`src/pkg/ppc_map.svh`:
```
// Register offsets, field positions and reset values of the pin control block
`ifndef PPC_MAP_SVH
`define PPC_MAP_SVH

`define PPC_ADDR_W 5
`define PPC_OFS_PULL 5'h00
`define PPC_OFS_SLEW 5'h04
`define PPC_OFS_DRIVE 5'h08
`define PPC_OFS_PINSEL 5'h0C
`define PPC_OFS_EDGE 5'h10
`define PPC_OFS_IRQSC 5'h14
`define PPC_OFS_PWR 5'h18
`define PPC_OFS_PINS 5'h1C

`define PPC_SC_MODE 0
`define PPC_SC_IE 1
`define PPC_SC_ACK 2
`define PPC_SC_IF 3

`define PPC_PW_SEL 0
`define PPC_PW_ACK 2
`define PPC_PW_FLAG 3

`define PPC_RST_SLEW 1'b1
`define PPC_RST_OFF 1'b0

`endif

```
`src/pkg/ppc_pkg.sv`:
```
// Types shared by the pin control block
package ppc_pkg;

  typedef struct packed {
    logic pull_on;
    logic pull_down;
    logic slew_on;
    logic high_drive;
  } ppc_pin_ctrl_t;

  typedef struct packed {
    logic pin_out;
    logic periph_out;
    logic analog;
  } ppc_pin_own_t;

  typedef enum logic [2:0] {
    PWR_RUN = 3'b001,
    PWR_PART_DOWN = 3'b010,
    PWR_SHALLOW = 3'b100
  } ppc_pwr_t;

endpackage

```
`src/core/ppc_top.sv`:
```
// Pin control and pin interrupt logic for one port, APB register access
`timescale 1ns/100ps
`include "ppc_map.svh"
module ppc_top #(
  parameter int PINS = 8
) (
  // Clock, reset, enable
  input wire logic I_CLK_SYS,
  input wire logic I_NRST,
  input wire logic I_CE,
  // APB slave
  input wire logic I_PSEL,
  input wire logic I_PENABLE,
  input wire logic I_PWRITE,
  input wire logic [`PPC_ADDR_W-1:0] I_PADDR,
  input wire logic [31:0] I_PWDATA,
  output logic [31:0] O_PRDATA,
  output logic O_PREADY,
  output logic O_PSLVERR,
  // Pin ownership from port and peripheral logic
  input wire ppc_pkg::ppc_pin_own_t [PINS-1:0] I_PIN_OWN,
  // Pin levels from the pads
  input wire logic [PINS-1:0] I_PIN,
  // Stop mode request from the power controller
  input wire logic I_STOP,
  // Pad control
  output ppc_pkg::ppc_pin_ctrl_t [PINS-1:0] O_PIN_CTRL,
  // Interrupt request and wake
  output logic O_IRQ,
  output logic O_WAKE,
  // Power state
  output logic O_PD_RECOVERED
);

  // Register state
  logic [PINS-1:0] pull_en_r;
  logic [PINS-1:0] slew_en_r;
  logic [PINS-1:0] drive_sel_r;
  logic [PINS-1:0] pin_sel_r;
  logic [PINS-1:0] edge_pol_r;
  logic mode_r;
  logic irq_en_r;
  logic irq_flag_r;
  logic pd_sel_r;
  logic pd_sel_locked_r;
  logic pd_flag_r;
  logic [31:0] prdata_r;
  logic [31:0] prdata_nxt;
  logic rd_err_r;
  logic rd_err_nxt;
  ppc_pkg::ppc_pwr_t pwr_r;
  ppc_pkg::ppc_pwr_t pwr_nxt;

  // Detection state
  logic [PINS-1:0] pin_lvl;
  logic [PINS-1:0] armed_r;
  logic [PINS-1:0] active;
  logic [PINS-1:0] edge_hit;
  logic any_level;
  logic flag_set;
  logic flag_clr;

  // Pad control state
  ppc_pkg::ppc_pin_ctrl_t [PINS-1:0] ctrl_r;
  ppc_pkg::ppc_pin_ctrl_t [PINS-1:0] ctrl_nxt;

  // Bus decode
  logic setup_ph;
  logic wr_acc;
  logic ack_wr;
  logic pd_ack_wr;
  logic cfg_wr_ok;
  logic holding;

  // Widen a port-wide field into a bus word
  function automatic logic [31:0] to_word(input logic [PINS-1:0] v);
    logic [31:0] w;
    w = '0;
    w[PINS-1:0] = v;
    return w;
  endfunction

  // True when the offset names a mapped register
  function automatic logic is_mapped(input logic [`PPC_ADDR_W-1:0] a);
    logic hit;
    hit = 1'b0;
    case (a)
      `PPC_OFS_PULL,
      `PPC_OFS_SLEW,
      `PPC_OFS_DRIVE,
      `PPC_OFS_PINSEL,
      `PPC_OFS_EDGE,
      `PPC_OFS_IRQSC,
      `PPC_OFS_PWR,
      `PPC_OFS_PINS: hit = 1'b1;
      default: hit = 1'b0;
    endcase
    return hit;
  endfunction

  // Bus decode
  assign setup_ph = I_PSEL & ~I_PENABLE;
  assign wr_acc = I_CE & I_PSEL & I_PENABLE & I_PWRITE;
  assign ack_wr = wr_acc & (I_PADDR == `PPC_OFS_IRQSC)
                  & I_PWDATA[`PPC_SC_ACK];
  assign pd_ack_wr = wr_acc & (I_PADDR == `PPC_OFS_PWR)
                     & I_PWDATA[`PPC_PW_ACK];
  // Pin latches stay frozen while stopped
  assign holding = (pwr_r != ppc_pkg::PWR_RUN);
  assign cfg_wr_ok = wr_acc & ~holding;

  // Zero wait states; a frozen clock enable stretches the access
  assign O_PREADY = I_CE;
  assign O_PSLVERR = I_PSEL & I_PENABLE & rd_err_r;
  assign O_PRDATA = prdata_r;

  // Pin synchroniser
  ppc_pin_sync #(
    .WIDTH(PINS)
  ) u_sync (
    .i_clk(I_CLK_SYS),
    .i_nrst(I_NRST),
    .i_ce(I_CE),
    .i_pin(I_PIN),
    .o_level(pin_lvl)
  );

  // Configuration registers
  always_ff @(posedge I_CLK_SYS or negedge I_NRST) begin
    if (!I_NRST) begin
      pull_en_r <= {PINS{`PPC_RST_OFF}};
      slew_en_r <= {PINS{`PPC_RST_SLEW}};
      drive_sel_r <= {PINS{`PPC_RST_OFF}};
      pin_sel_r <= {PINS{`PPC_RST_OFF}};
      edge_pol_r <= {PINS{`PPC_RST_OFF}};
    end else if (I_CE && cfg_wr_ok) begin
      case (I_PADDR)
        `PPC_OFS_PULL: pull_en_r <= I_PWDATA[PINS-1:0];
        `PPC_OFS_SLEW: slew_en_r <= I_PWDATA[PINS-1:0];
        `PPC_OFS_DRIVE: drive_sel_r <= I_PWDATA[PINS-1:0];
        `PPC_OFS_PINSEL: pin_sel_r <= I_PWDATA[PINS-1:0];
        `PPC_OFS_EDGE: edge_pol_r <= I_PWDATA[PINS-1:0];
        default: pin_sel_r <= pin_sel_r;
      endcase
    end
  end

  // Port mode and enable bits
  always_ff @(posedge I_CLK_SYS or negedge I_NRST) begin
    if (!I_NRST) begin
      mode_r <= 1'b0;
      irq_en_r <= 1'b0;
    end else if (I_CE && cfg_wr_ok && I_PADDR == `PPC_OFS_IRQSC) begin
      mode_r <= I_PWDATA[`PPC_SC_MODE];
      irq_en_r <= I_PWDATA[`PPC_SC_IE];
    end
  end

  // Active level per pin; polarity 1 means high or rising
  always_comb begin
    for (int i = 0; i < PINS; i++) begin
      active[i] = pin_sel_r[i]
                  & (edge_pol_r[i] ? pin_lvl[i] : ~pin_lvl[i]);
    end
  end

  // Arm a pin once it is seen deasserted
  always_ff @(posedge I_CLK_SYS or negedge I_NRST) begin
    if (!I_NRST) begin
      armed_r <= '0;
    end else if (I_CE) begin
      armed_r <= pin_sel_r & ~active;
    end
  end

  // Deasserted one cycle, asserted the next
  assign edge_hit = armed_r & active;
  assign any_level = |active;
  assign flag_set = (|edge_hit)
                    | (mode_r & any_level);
  // Level mode refuses the clear while any pin is still asserted
  assign flag_clr = ack_wr & ~(mode_r & any_level);

  // Port flag: a new event wins over the acknowledge
  always_ff @(posedge I_CLK_SYS or negedge I_NRST) begin
    if (!I_NRST) begin
      irq_flag_r <= 1'b0;
    end else if (I_CE) begin
      if (flag_set) begin
        irq_flag_r <= 1'b1;
      end else if (flag_clr) begin
        irq_flag_r <= 1'b0;
      end
    end
  end

  assign O_IRQ = irq_flag_r & irq_en_r;
  // Wake needs no enable so a stopped core still sees the pin
  assign O_WAKE = irq_flag_r;

  // Power state tracking
  always_comb begin
    pwr_nxt = pwr_r;
    case (pwr_r)
      ppc_pkg::PWR_RUN: begin
        if (I_STOP) begin
          pwr_nxt = pd_sel_r ? ppc_pkg::PWR_PART_DOWN
                             : ppc_pkg::PWR_SHALLOW;
        end
      end
      ppc_pkg::PWR_PART_DOWN: begin
        if (!I_STOP) begin
          pwr_nxt = ppc_pkg::PWR_RUN;
        end
      end
      ppc_pkg::PWR_SHALLOW: begin
        if (!I_STOP) begin
          pwr_nxt = ppc_pkg::PWR_RUN;
        end
      end
      default: pwr_nxt = ppc_pkg::PWR_RUN;
    endcase
  end

  always_ff @(posedge I_CLK_SYS or negedge I_NRST) begin
    if (!I_NRST) begin
      pwr_r <= ppc_pkg::PWR_RUN;
    end else if (I_CE) begin
      pwr_r <= pwr_nxt;
    end
  end

  // Stop mode select is write-once after reset
  always_ff @(posedge I_CLK_SYS or negedge I_NRST) begin
    if (!I_NRST) begin
      pd_sel_r <= 1'b0;
      pd_sel_locked_r <= 1'b0;
    end else if (I_CE && cfg_wr_ok && I_PADDR == `PPC_OFS_PWR) begin
      if (!pd_sel_locked_r) begin
        pd_sel_r <= I_PWDATA[`PPC_PW_SEL];
        pd_sel_locked_r <= 1'b1;
      end
    end
  end

  // Recovery flag; recovery wins over an acknowledge
  always_ff @(posedge I_CLK_SYS or negedge I_NRST) begin
    if (!I_NRST) begin
      pd_flag_r <= 1'b0;
    end else if (I_CE) begin
      if (pwr_r == ppc_pkg::PWR_PART_DOWN && !I_STOP) begin
        pd_flag_r <= 1'b1;
      end else if (pd_ack_wr) begin
        pd_flag_r <= 1'b0;
      end
    end
  end

  assign O_PD_RECOVERED = pd_flag_r;

  // Pad control terms
  always_comb begin
    logic drv;
    drv = 1'b0;
    ctrl_nxt = ctrl_r;
    for (int i = 0; i < PINS; i++) begin
      drv = I_PIN_OWN[i].pin_out | I_PIN_OWN[i].periph_out;
      ctrl_nxt[i].pull_on = pull_en_r[i]
                            & ~drv
                            & ~I_PIN_OWN[i].analog;
      // Pull-down only for a selected interrupt pin
      ctrl_nxt[i].pull_down = pin_sel_r[i] & edge_pol_r[i];
      ctrl_nxt[i].slew_on = slew_en_r[i] & drv;
      ctrl_nxt[i].high_drive = drive_sel_r[i] & drv;
    end
  end

  // Pad controls are held through either stop mode
  always_ff @(posedge I_CLK_SYS or negedge I_NRST) begin
    if (!I_NRST) begin
      ctrl_r <= '0;
    end else if (I_CE && !holding) begin
      ctrl_r <= ctrl_nxt;
    end
  end

  assign O_PIN_CTRL = ctrl_r;

  // Read data is captured in the setup phase
  always_comb begin
    prdata_nxt = '0;
    rd_err_nxt = ~is_mapped(I_PADDR);
    case (I_PADDR)
      `PPC_OFS_PULL: prdata_nxt = to_word(pull_en_r);
      `PPC_OFS_SLEW: prdata_nxt = to_word(slew_en_r);
      `PPC_OFS_DRIVE: prdata_nxt = to_word(drive_sel_r);
      `PPC_OFS_PINSEL: prdata_nxt = to_word(pin_sel_r);
      `PPC_OFS_EDGE: prdata_nxt = to_word(edge_pol_r);
      `PPC_OFS_IRQSC: begin
        prdata_nxt[`PPC_SC_MODE] = mode_r;
        prdata_nxt[`PPC_SC_IE] = irq_en_r;
        prdata_nxt[`PPC_SC_IF] = irq_flag_r;
      end
      `PPC_OFS_PWR: begin
        prdata_nxt[`PPC_PW_SEL] = pd_sel_r;
        prdata_nxt[`PPC_PW_FLAG] = pd_flag_r;
      end
      `PPC_OFS_PINS: prdata_nxt = to_word(pin_lvl);
      default: prdata_nxt = '0;
    endcase
  end

  always_ff @(posedge I_CLK_SYS or negedge I_NRST) begin
    if (!I_NRST) begin
      prdata_r <= '0;
      rd_err_r <= 1'b0;
    end else if (I_CE && setup_ph) begin
      prdata_r <= I_PWRITE ? '0 : prdata_nxt;
      rd_err_r <= rd_err_nxt;
    end
  end

endmodule // ppc_top

```
`src/core/ppc_pin_sync.sv`:
```
// Three-stage pin synchroniser with agreement filter
`timescale 1ns/100ps
module ppc_pin_sync #(
  parameter int WIDTH = 8
) (
  // Clock and reset
  input wire logic i_clk,
  input wire logic i_nrst,
  input wire logic i_ce,
  // Pins and filtered level
  input wire logic [WIDTH-1:0] i_pin,
  output logic [WIDTH-1:0] o_level
);

  logic [WIDTH-1:0] s1_r;
  logic [WIDTH-1:0] s2_r;
  logic [WIDTH-1:0] s3_r;
  logic [WIDTH-1:0] level_r;

  // First stage feeds only the second
  always_ff @(posedge i_clk or negedge i_nrst) begin
    if (!i_nrst) begin
      s1_r <= '0;
      s2_r <= '0;
      s3_r <= '0;
    end else if (i_ce) begin
      s1_r <= i_pin;
      s2_r <= s1_r;
      s3_r <= s2_r;
    end
  end

  // A bit moves only once stages two and three agree
  always_ff @(posedge i_clk or negedge i_nrst) begin
    if (!i_nrst) begin
      level_r <= '0;
    end else if (i_ce) begin
      for (int i = 0; i < WIDTH; i++) begin
        if (s2_r[i] == s3_r[i]) begin
          level_r[i] <= s3_r[i];
        end
      end
    end
  end

  assign o_level = level_r;

endmodule // ppc_pin_sync

```
`config.mk`:
```
export PLATFORM = sky130hd
export DESIGN_NAME = ppc_top
export DESIGN_NICKNAME = d
export VERILOG_FILES = /design/src/pkg/ppc_pkg.sv /design/src/core/ppc_top.sv /design/src/core/ppc_pin_sync.sv
export VERILOG_INCLUDE_DIRS = /design/src /design/src/pkg
export SDC_FILE = /design/constraint.sdc
export NUM_CORES = 1
export LEC_CHECK = 0
export BUFFER_PORTS_ARGS = -buffer_cell sky130_fd_sc_hd__buf_2
export CAP_MARGIN = 0
export CORE_ASPECT_RATIO = 1.25
export CORE_MARGIN = 2
export CORE_UTILIZATION = 40
export CTS_BUF_LIST = sky130_fd_sc_hd__clkbuf_4 sky130_fd_sc_hd__clkbuf_8 sky130_fd_sc_hd__clkbuf_16
export CTS_CLUSTER_SIZE = 10
export DETAILED_ROUTE_END_ITERATION = 12
export GPL_TIMING_DRIVEN = 1
export PLACE_DENSITY_LB_ADDON = 0.05
export SLEW_MARGIN = 20
export SYNTH_ARGS = -nofsm -noshare
export SYNTH_HDL_FRONTEND = slang
export SYNTH_SLANG_ARGS = --single-unit
```
`constraint.sdc`:
```
create_clock -name I_CLK_SYS -period 2.2 [get_ports I_CLK_SYS]
set_input_delay 0.11 -clock I_CLK_SYS [delete_from_list [all_inputs] [get_ports I_CLK_SYS]]
set_output_delay 0.11 -clock I_CLK_SYS [all_outputs]
set_load 0.03 [all_outputs]
```
After elaboration in Yosys (flattened, before gate mapping). Memory sizes are Yosys's and may differ from the RTL's. Cells that the tools add are included.

Word-level logic and storage cells: 236. Memory bits (read-only): 32. Memories: 1. Register bits after elaboration: 154. Output and inout bits: 69.

Equal/unequal tests: 21. Muxes and demuxes: 22. Bitwise operators: 103. Reductions and logical operators: 31.

Memory list: (name not given) (depth 32, width 1, read ports 1, clocked after Yosys merged registers in 0, write ports 0, line ppc_top.sv:87) `case (a)`.

Operator list (count): 1-bit AND (62); 32-bit 2-to-1 mux (1); 2-bit AND reduction (16); 1-bit inverter (29); 4-bit one-hot mux with 6 select lines (1); 5-bit == test, second input constant (4); 8-bit AND (2); 1-bit one-hot mux with 8 select lines (2); 8-bit OR reduction (2); 1-bit 2-to-1 mux (12); 5-bit by 4-bit == test with 1-bit output, second input constant (2); 3-bit 2-to-1 mux (3); 1-bit OR (9); 1-bit == test (8); 8-bit inverter (1); 1-bit one-hot mux with 7 select lines (1); 1-bit logical AND (6); 1-bit one-hot mux with 6 select lines (1); 3-bit one-hot mux with 2 select lines (1); 5-bit by 3-bit == test with 1-bit output, second input constant (1); 5-bit logical NOT (1); 2-bit inequality test, second input constant (2); 2-bit nonzero test (2); 3-bit by 1-bit == test with 1-bit output, second input constant (1); 6 further kinds (7).

Depth between registers and ports, before layout. Gate-level depths: netlist of run 1.

Depth after elaboration: 9. Mapped depth: 7.

Modules after synthesis. From an unflattened synthesis of run 1, not the netlist that was laid out.

Cell total of the unflattened synthesis: 521. Area, all modules: 5978.2 µm².

Modules (own cells, without submodules): ppc_top (times used 1, cells each 433, area an instance 4692.0 µm²); ppc_pin_sync (times used 1, cells each 88, area an instance 1286.2 µm²).

Worst setup path before layout of run 1. Ideal clock, no wire load.

Path kind: flip-flop to flip-flop. Start: reg pwr_r[0]. End: reg edge_pol_r[1]. Path slack: 0.476 ns. Required time: 2.075 ns. Stages on the path, launching flop included: 6. Buffers on the path: 1. Data arrival time: 1.599 ns. Clock period less this slack: 1.724 ns. Path through: dfstp_2 -> nand2b_1 -> nor3b_4 -> and2_1 -> buf_4 -> mux2_2.

Cells in the longest elaborated chain, start to end: 5.

RTL lines: from (decl) (line ppc_top.sv:51) `ppc_pkg::ppc_pwr_t pwr_r;`; from (signal assigned) (line ppc_top.sv:227) `pwr_r <= ppc_pkg::PWR_RUN;`; from (signal assigned) (line ppc_top.sv:229) `pwr_r <= pwr_nxt;`; 3-bit by 1-bit inequality test with 1-bit output (line ppc_top.sv:109) `assign holding = (pwr_r != ppc_pkg::PWR_RUN);`; 1-bit inverter (line ppc_top.sv:110) `assign cfg_wr_ok = wr_acc & ~holding;`; 1-bit AND (line ppc_top.sv:110); 1-bit logical AND (line ppc_top.sv:136) `end else if (I_CE && cfg_wr_ok) begin`; 2-bit AND reduction (no source line); to (signal assigned) (line ppc_top.sv:135) `` edge_pol_r <= {PINS{`PPC_RST_OFF}}; ``; to (signal assigned) (line ppc_top.sv:142) `` `PPC_OFS_EDGE: edge_pol_r <= I_PWDATA[PINS-1:0]; ``; to (decl) (line ppc_top.sv:40) `logic [PINS-1:0] edge_pol_r;`.

No other way between the ends. A chain may end at the register's enable or synchronous reset.

Worst setup path after layout of run 1.
Start: reg pwr_r[0]. End: reg edge_pol_r[6].

The elaborated chain is that of the path after synthesis.

==> results.yml, run 1 <==
floorplanning:
  start_util: 0.410
  die_w_um: 113
  die-height_um: 140
  io_pins: 145
  die_area_um2: 15800
  placement_rows: 49
  coreArea_um2: 14400
global_route:
  antenna_found_initial: 0
  overflow: 0
  grt_use_total: 0.184
  grt_pass1_wl_mm: 22.7
  grt_pass1_vias: 4334
  grt_max_degree: 67
placed_design:
  gp_congestion: 0.825
  preCtsSetupSlack_ns: 0.354
  portBuffers: 96
  dpl-instance-area_um2: 6510
  dp_hpwl_mm: 10.0
drt:
  vias_per_cell: 5.10
  drt-pass1-iter-count: 4
  drtAntennaViolNets: 0
  vias: 4285
  route.detailed.drc: 0
  wl_per_cell_um: 16.2
  drtIter0Drc: 197
  routed_wl_mm: 13.6
clocking:
  cts-buffers-inserted: 17
  clkLatencyLatePin_ns: 0.41
  cts_resized: 0
  ctsRootBufferMaster: "clkbuf_16"
  h-tree-depth: 4
  tritoncts: "built"
  cts.sinks: 130
  clockBufferDepth: 2
  cts_setup_buffers: 0
  path_clk_slew_ns: 0.05
  ctsHoldBuffers: 28
timing:
  finalWorstSetupSlack_ns: 0.363
  period_minus_slack_ns: 1.84
  slew_headroom: 0.576
  setup_viol: 0
  hold_ws_ns: 0.0205
  report.final.slew_viol_count: 0
  worst_slew_pin_slew_ns: 0.636
  finClkSkew_ns: 0.00604
  finalHoldViolCount: 0
  fmax_mhz: 544
  min_period_over_period: 0.835
  rsz0062_at_grt: "no"
  tns_ns: 0
critical_path:
  crit_required_ns: 2.50
  critPathCaptureType: "flop"
  cpPeakStageDelay_ns: 0.57
  critPathArrivalTime_ns: 2.13
  crit_type: "flop to flop"
  cp_num_buf_inv: 0
  cpMaxStageDelayCell: "dfstp_2"
  path_cells: "nand2b_1 > nor3b_4 > and2_1 > mux2_2"
  cp_max_fo: 8
  start_kind: "flop"
  cp_top_family: "simple AND/OR/NAND/NOR gates"
yosys:
  yosysSeqAreaShare: 0.552
  avgSynthCellArea_um2: 11.3
  syn_area_um2: 5910
  synth_cells: 521
  synth.distinct_cells: 43
  yosysWarnings: 0
  yosys_register_bits: 130
run_status:
  outcome: "complete, no violations"
min_path:
  hold_path_class: "primary input to flop"
power:
  peakVddDrop_v: 0.000535
  cellLeakagePower_uw: 0.00347
  p_total_uw: 6410
  power_density_nw_per_um2: 866
final_layout:
  syn_to_final_growth_pct: 25.2
  antenna_cells: 0
  postLayoutCellArea_um2: 7400
  drive_gt1_frac: 0.344
  multi_input_area_um2: 2410
  fillers: 1327
  fin_nets: 726
  area.sequential_um2: 3260
job:
  drv_cap: 0
==> registers in the layout, summed over array words and instances, names as in the netlist, 3 cells and up <==
| register | cells |
|---|---|
| pull_en_r | 8 |
| u_sync.s1_r | 8 |
| pin_sel_r | 8 |
| edge_pol_r | 8 |
| O_PRDATA | 8 |
| u_sync.s3_r | 8 |
| pwr_r | 3 |
| slew_en_r | 8 |
| armed_r | 8 |
| u_sync.s2_r | 8 |
| O_PIN_CTRL | 32 |
| u_sync.o_level | 8 |
| drive_sel_r | 8 |
==> layer usage <==
metal,part of all wire,vias to the layer above,global-route usage
met5,0,-,0
met4,0.013,0,0.0578
met3,0.041,13,0.0463
met2,0.49,99,0.297
met1,0.46,2087,0.244
li1,-,2086,-
==> tightest hold or removal path: cells and delay by family <==
family                 cells  cell delay [ns]
AO/OA/AOI/OAI              2             0.19
buffers and inverters      1             0.09
==> metrics by stage <==
stage / utilization / instances
after global routing: 0.514 / 841
after detailed placement: 0.452 / 781
after CTS: 0.514 / 841
after global placement: 0.452 / 781
after floorplan: - / 544
final: 0.514 / 841
==> kinds of logic (layout without fill, tap and decap cells) <==
| group | Yosys count | count (layout) | share of synthesized area |
|---|---|---|---|
| DFF | 130 | 130 | 0.552 |
| other | 1 | 24 | 0.000634 |
| muxes | 67 | 67 | 0.128 |
| AOI/OAI and AO/OA | 121 | 121 | 0.126 |
| buffers and inverters | 57 | 176 | 0.0546 |
| xor gates and xnor gates | 9 | 9 | 0.0133 |
| and+or+nand+nor | 136 | 136 | 0.126 |
==> cell usage in the layout (no fill, tap or decap), types with 12 or more instances in the layout <==
| cell | synthesis | layout |
|---|---|---|
| o21ai_0 | 52 | 52 |
| nand2b_1 | 13 | 12 |
| clkbuf_16 | 0 | 17 |
| nand3_1 | 16 | 16 |
| conb_1 | 1 | 24 |
| dlygate4sd3_1 | 0 | 28 |
| nand2_1 | 54 | 54 |
| a22oi_1 | 27 | 27 |
| buf_2 | 3 | 95 |
| mux2_2 | 66 | 66 |
| dfrtp_1 | 121 | 121 |
| a21oi_1 | 17 | 17 |
| nor2_1 | 15 | 15 |
==> synth_stat cells (all sizes together) <==
| master | count | area [µm²] |
|---|---|---|
| dfrtp | 121 | 3030 |
| mux2 | 67 | 754 |
| nand2 | 57 | 221 |
| o21ai | 52 | 260 |
| buf | 33 | 233 |
| a22oi | 27 | 203 |
| a21oi | 17 | 85.1 |
| nand3 | 16 | 80.1 |
| nor2 | 15 | 56.3 |
| clkbuf | 14 | 52.6 |
| nand2b | 13 | 81.3 |
| inv | 10 | 37.5 |
| dfstp | 9 | 236 |
| xnor2 | 9 | 78.8 |
| a22o | 8 | 70.1 |
| o22ai | 8 | 50.1 |
| or4b | 8 | 80.1 |
| and3 | 5 | 31.3 |
| nand4 | 4 | 25.0 |
| nor2b | 4 | 25.0 |
| and2 | 3 | 18.8 |
| and4 | 3 | 26.3 |
| nor4 | 3 | 48.8 |
| a2111oi | 1 | 8.76 |
| a211o | 1 | 8.76 |
| a21o | 1 | 7.51 |
| a222oi | 1 | 10.0 |
| a2bb2oi | 1 | 8.76 |
| a31oi | 1 | 6.26 |
| a32o | 1 | 10.0 |
| and3b | 1 | 8.76 |
| conb | 1 | 3.75 |
| nand3b | 1 | 7.51 |
| nor3 | 1 | 5.00 |
| nor3b | 1 | 18.8 |
| nor4b | 1 | 8.76 |
| o31ai | 1 | 7.51 |
| o32ai | 1 | 8.76 |
==> area by class of cell <==
cell class	instances	share of cell area
Timing Repair Buffer	134	0.115
Clock buffer	22	0.0651
Multi-Input combinational cell	357	0.326
Sequential cell	130	0.441
Inverter	10	0.00507
Tap cell	178	0.0301
Clock inverter	10	0.0177
==> report_power, final <==
part	switching, µW	total [µW]	internal [µW]
clock	986	2870	1890
combinational	461	767	306
sequential	186	2770	2590
total	1630	6410	4780
==> path summary, 6_finish.rpt <==
kind | depth (start not counted) | slack (ns) | end | start
min | 3 | 0.02 | O_PIN_CTRL[1] | I_PIN_OWN[2]
max | 4 | 0.36 | edge_pol_r[6] | pwr_r[0]
min reg2reg | 1 | 0.46 | pd_sel_locked_r | pd_sel_locked_r
max reg2reg | 4 | 0.36 | edge_pol_r[6] | pwr_r[0]
max in group asynchronous | 3 | 1.22 | slew_en_r[7] | I_NRST
min in group asynchronous | 2 | 0.20 | u_sync.s1_r[5] | I_NRST
(Power assumes the default switching activity.)
==> run 2, diff against run 1 <==
==> constraint.sdc (replaced) <==
create_clock -name I_CLK_SYS -period 1.6 [get_ports I_CLK_SYS]
set_input_delay 0.08 -clock I_CLK_SYS [delete_from_list [all_inputs] [get_ports I_CLK_SYS]]
set_output_delay 0.08 -clock I_CLK_SYS [all_outputs]
set_load 0.03 [all_outputs]
==> run 2 against run 1 <==
Effect of this change:
- largest power group unchanged
- worst setup slack worse by 0.41 ns
- first-iteration DRC count is 16% lower
- die area stayed put
- core utilization is 4.5 points higher
- largest cell class unchanged
- routed wire length rose by 5.8%
- fmax is 11% higher
- register-to-register slack worse by 0.41 ns
- highest routed layer unchanged
- critical path depth grew 1
- sequential cell count is the same
- non-clock buffer count rose by 50
- via count grew 4.7%
- the flow now finishes with violations (setup timing)
- clock skew down 0.0013 ns
==> results.yml, run 2 (synthesis results as in run 1) <==
timing:
  setup_viol: 35
  period_minus_slack_ns: 1.65
  min_period_over_period: 1.03
  finalHoldViolCount: 0
  slew_headroom: 0.538
  worst_slew_pin_slew_ns: 0.691
  fmax_mhz: 606
  report.final.slew_viol_count: 0
  finClkSkew_ns: 0.00475
  finalWorstSetupSlack_ns: -0.0513
  rsz0062_at_grt: "yes"
placed_design:
  gp_congestion: 0.804
  dpl-instance-area_um2: 6830
  portBuffers: 96
  dp_cells: 811
  dp_hpwl_mm: 10.5
final_layout:
  layout_common_cells: "dfrtp_1, buf_2, nand2_1"
  final_common_cell: "dfrtp_1"
  drive_gt1_frac: 0.376
  multi_input_area_um2: 2520
  area.sequential_um2: 3270
  fin_nets: 776
  final-instance-count-excl-fill: 891
  antenna_cells: 0
  postLayoutCellArea_um2: 8050
  fillers: 1273
  syn_to_final_growth_pct: 36.2
  largest_reg_flops: 32
global_route:
  overflow: 0
  grt_max_degree: 65
  antenna_found_initial: 0
  grt_use_total: 0.191
  grt_pass1_wl_mm: 23.7
  grt_pass1_vias: 4594
drt:
  met1_length_mm: 6.49
  vias: 4487
  dr_wl_met3_um: 593
  wl_per_cell_um: 16.1
  highest_layer: "met4"
  drtIter0Drc: 165
  drtAntennaViolNets: 0
  routed_wl_mm: 14.4
  drt-pass1-iter-count: 5
  wl_met2_mm: 6.88
  vias_per_cell: 5.04
  route.detailed.drc: 0
min_path:
  hold_path_class: "primary input to flop"
power:
  peakVddDrop_v: 0.000853
  power_density_nw_per_um2: 1170
  cellLeakagePower_uw: 0.00383
clocking:
  h-tree-depth: 4
  tritoncts: "built"
  clkLatencyLatePin_ns: 0.41
  cts-buffers-inserted: 17
  cts.sinks: 130
  clockBufferDepth: 2
  path_clk_slew_ns: 0.06
  ctsRootBufferMaster: "clkbuf_16"
floorplanning:
  die_area_um2: 15800
  placement_rows: 49
  io_pins: 145
  die_w_um: 113
  die-height_um: 140
  coreArea_um2: 14400
  start_util: 0.410
critical_path:
  critPathArrivalTime_ns: 1.95
  rrSetupSlack_ns: -0.05
  crit_required_ns: 1.90
  start_kind: "flop"
  critPathCaptureType: "flop"
  crit_type: "flop to flop"
  cp_max_fo: 7
run_status:
  outcome: "finished, violations left"
  violations: "setup timing"
job:
  drv_cap: 0
[run 2: final cells by class]
class                           count  area share
Sequential cell                   130       0.406
Timing Repair Buffer              184       0.165
Clock inverter                      9      0.0218
Clock buffer                       23      0.0615
Inverter                           10     0.00466
Tap cell                          178      0.0277
Multi-Input combinational cell    357       0.314
[run 2: power by group]
group | switching [µW] | leakage, µW | internal (µW)
Clock | 1370 | 0.000326 | 2960
Sequential | 197 | 0.00171 | 3560
Combinational | 753 | 0.00179 | 618
Total | 2320 | 0.00383 | 7140
[run 2: stage by stage]
step                      hold WS (ns)  setup WS [ns]  power, µW  setup TNS, ns   util
after floorplan                 -0.216        -0.0733       4550          -1.16      -
after global placement         0.00110        -0.0261       5030         -0.382  0.474
after detailed placement       0.00769        -0.0490       5090         -0.905  0.474
after CTS                      0.00790        -0.0528       9540          -1.04  0.554
after global routing            0.0439         -0.127       9860          -3.86  0.559
final                           0.0230        -0.0513       9460         -0.842  0.559
[run 2: timing repair]
item | CTS | global route
hold buffers | 48 | 0
setup buffers | 1 | 0
hold endpoints to repair | 188 | 0
pin swaps | 1 | 3
resized for setup | 5 | 17
setup endpoints to repair | 37 | 58
[run 2: routing by layer]
| layer | vias to the layer above | track usage |
|---|---|---|
| met5 | - | 0 |
| met4 | 0 | 0.0815 |
| met3 | 21 | 0.0389 |
| met2 | 118 | 0.309 |
| met1 | 2172 | 0.251 |
| li1 | 2176 | - |
[run 2: worst paths after layout]
check	from	to	depth (start not counted)
max	pwr_r[0]	edge_pol_r[5]	5
min	I_PADDR[0]	rd_err_r	3
max reg2reg	pwr_r[0]	edge_pol_r[5]	5
min reg2reg	O_PIN_CTRL[21]	O_PIN_CTRL[21]	2
max in group asynchronous	I_NRST	pwr_r[0]	3
min in group asynchronous	I_NRST	u_sync.s1_r[5]	2
[run 2: worst max-delay path, stage by stage, from the launching register on]
cell,delay [ns]
dfstp_2,0.55
nand2b_4,0.06
nor3b_4,0.27
and2_4,0.22
buf_12,0.13
mux2_4,0.30
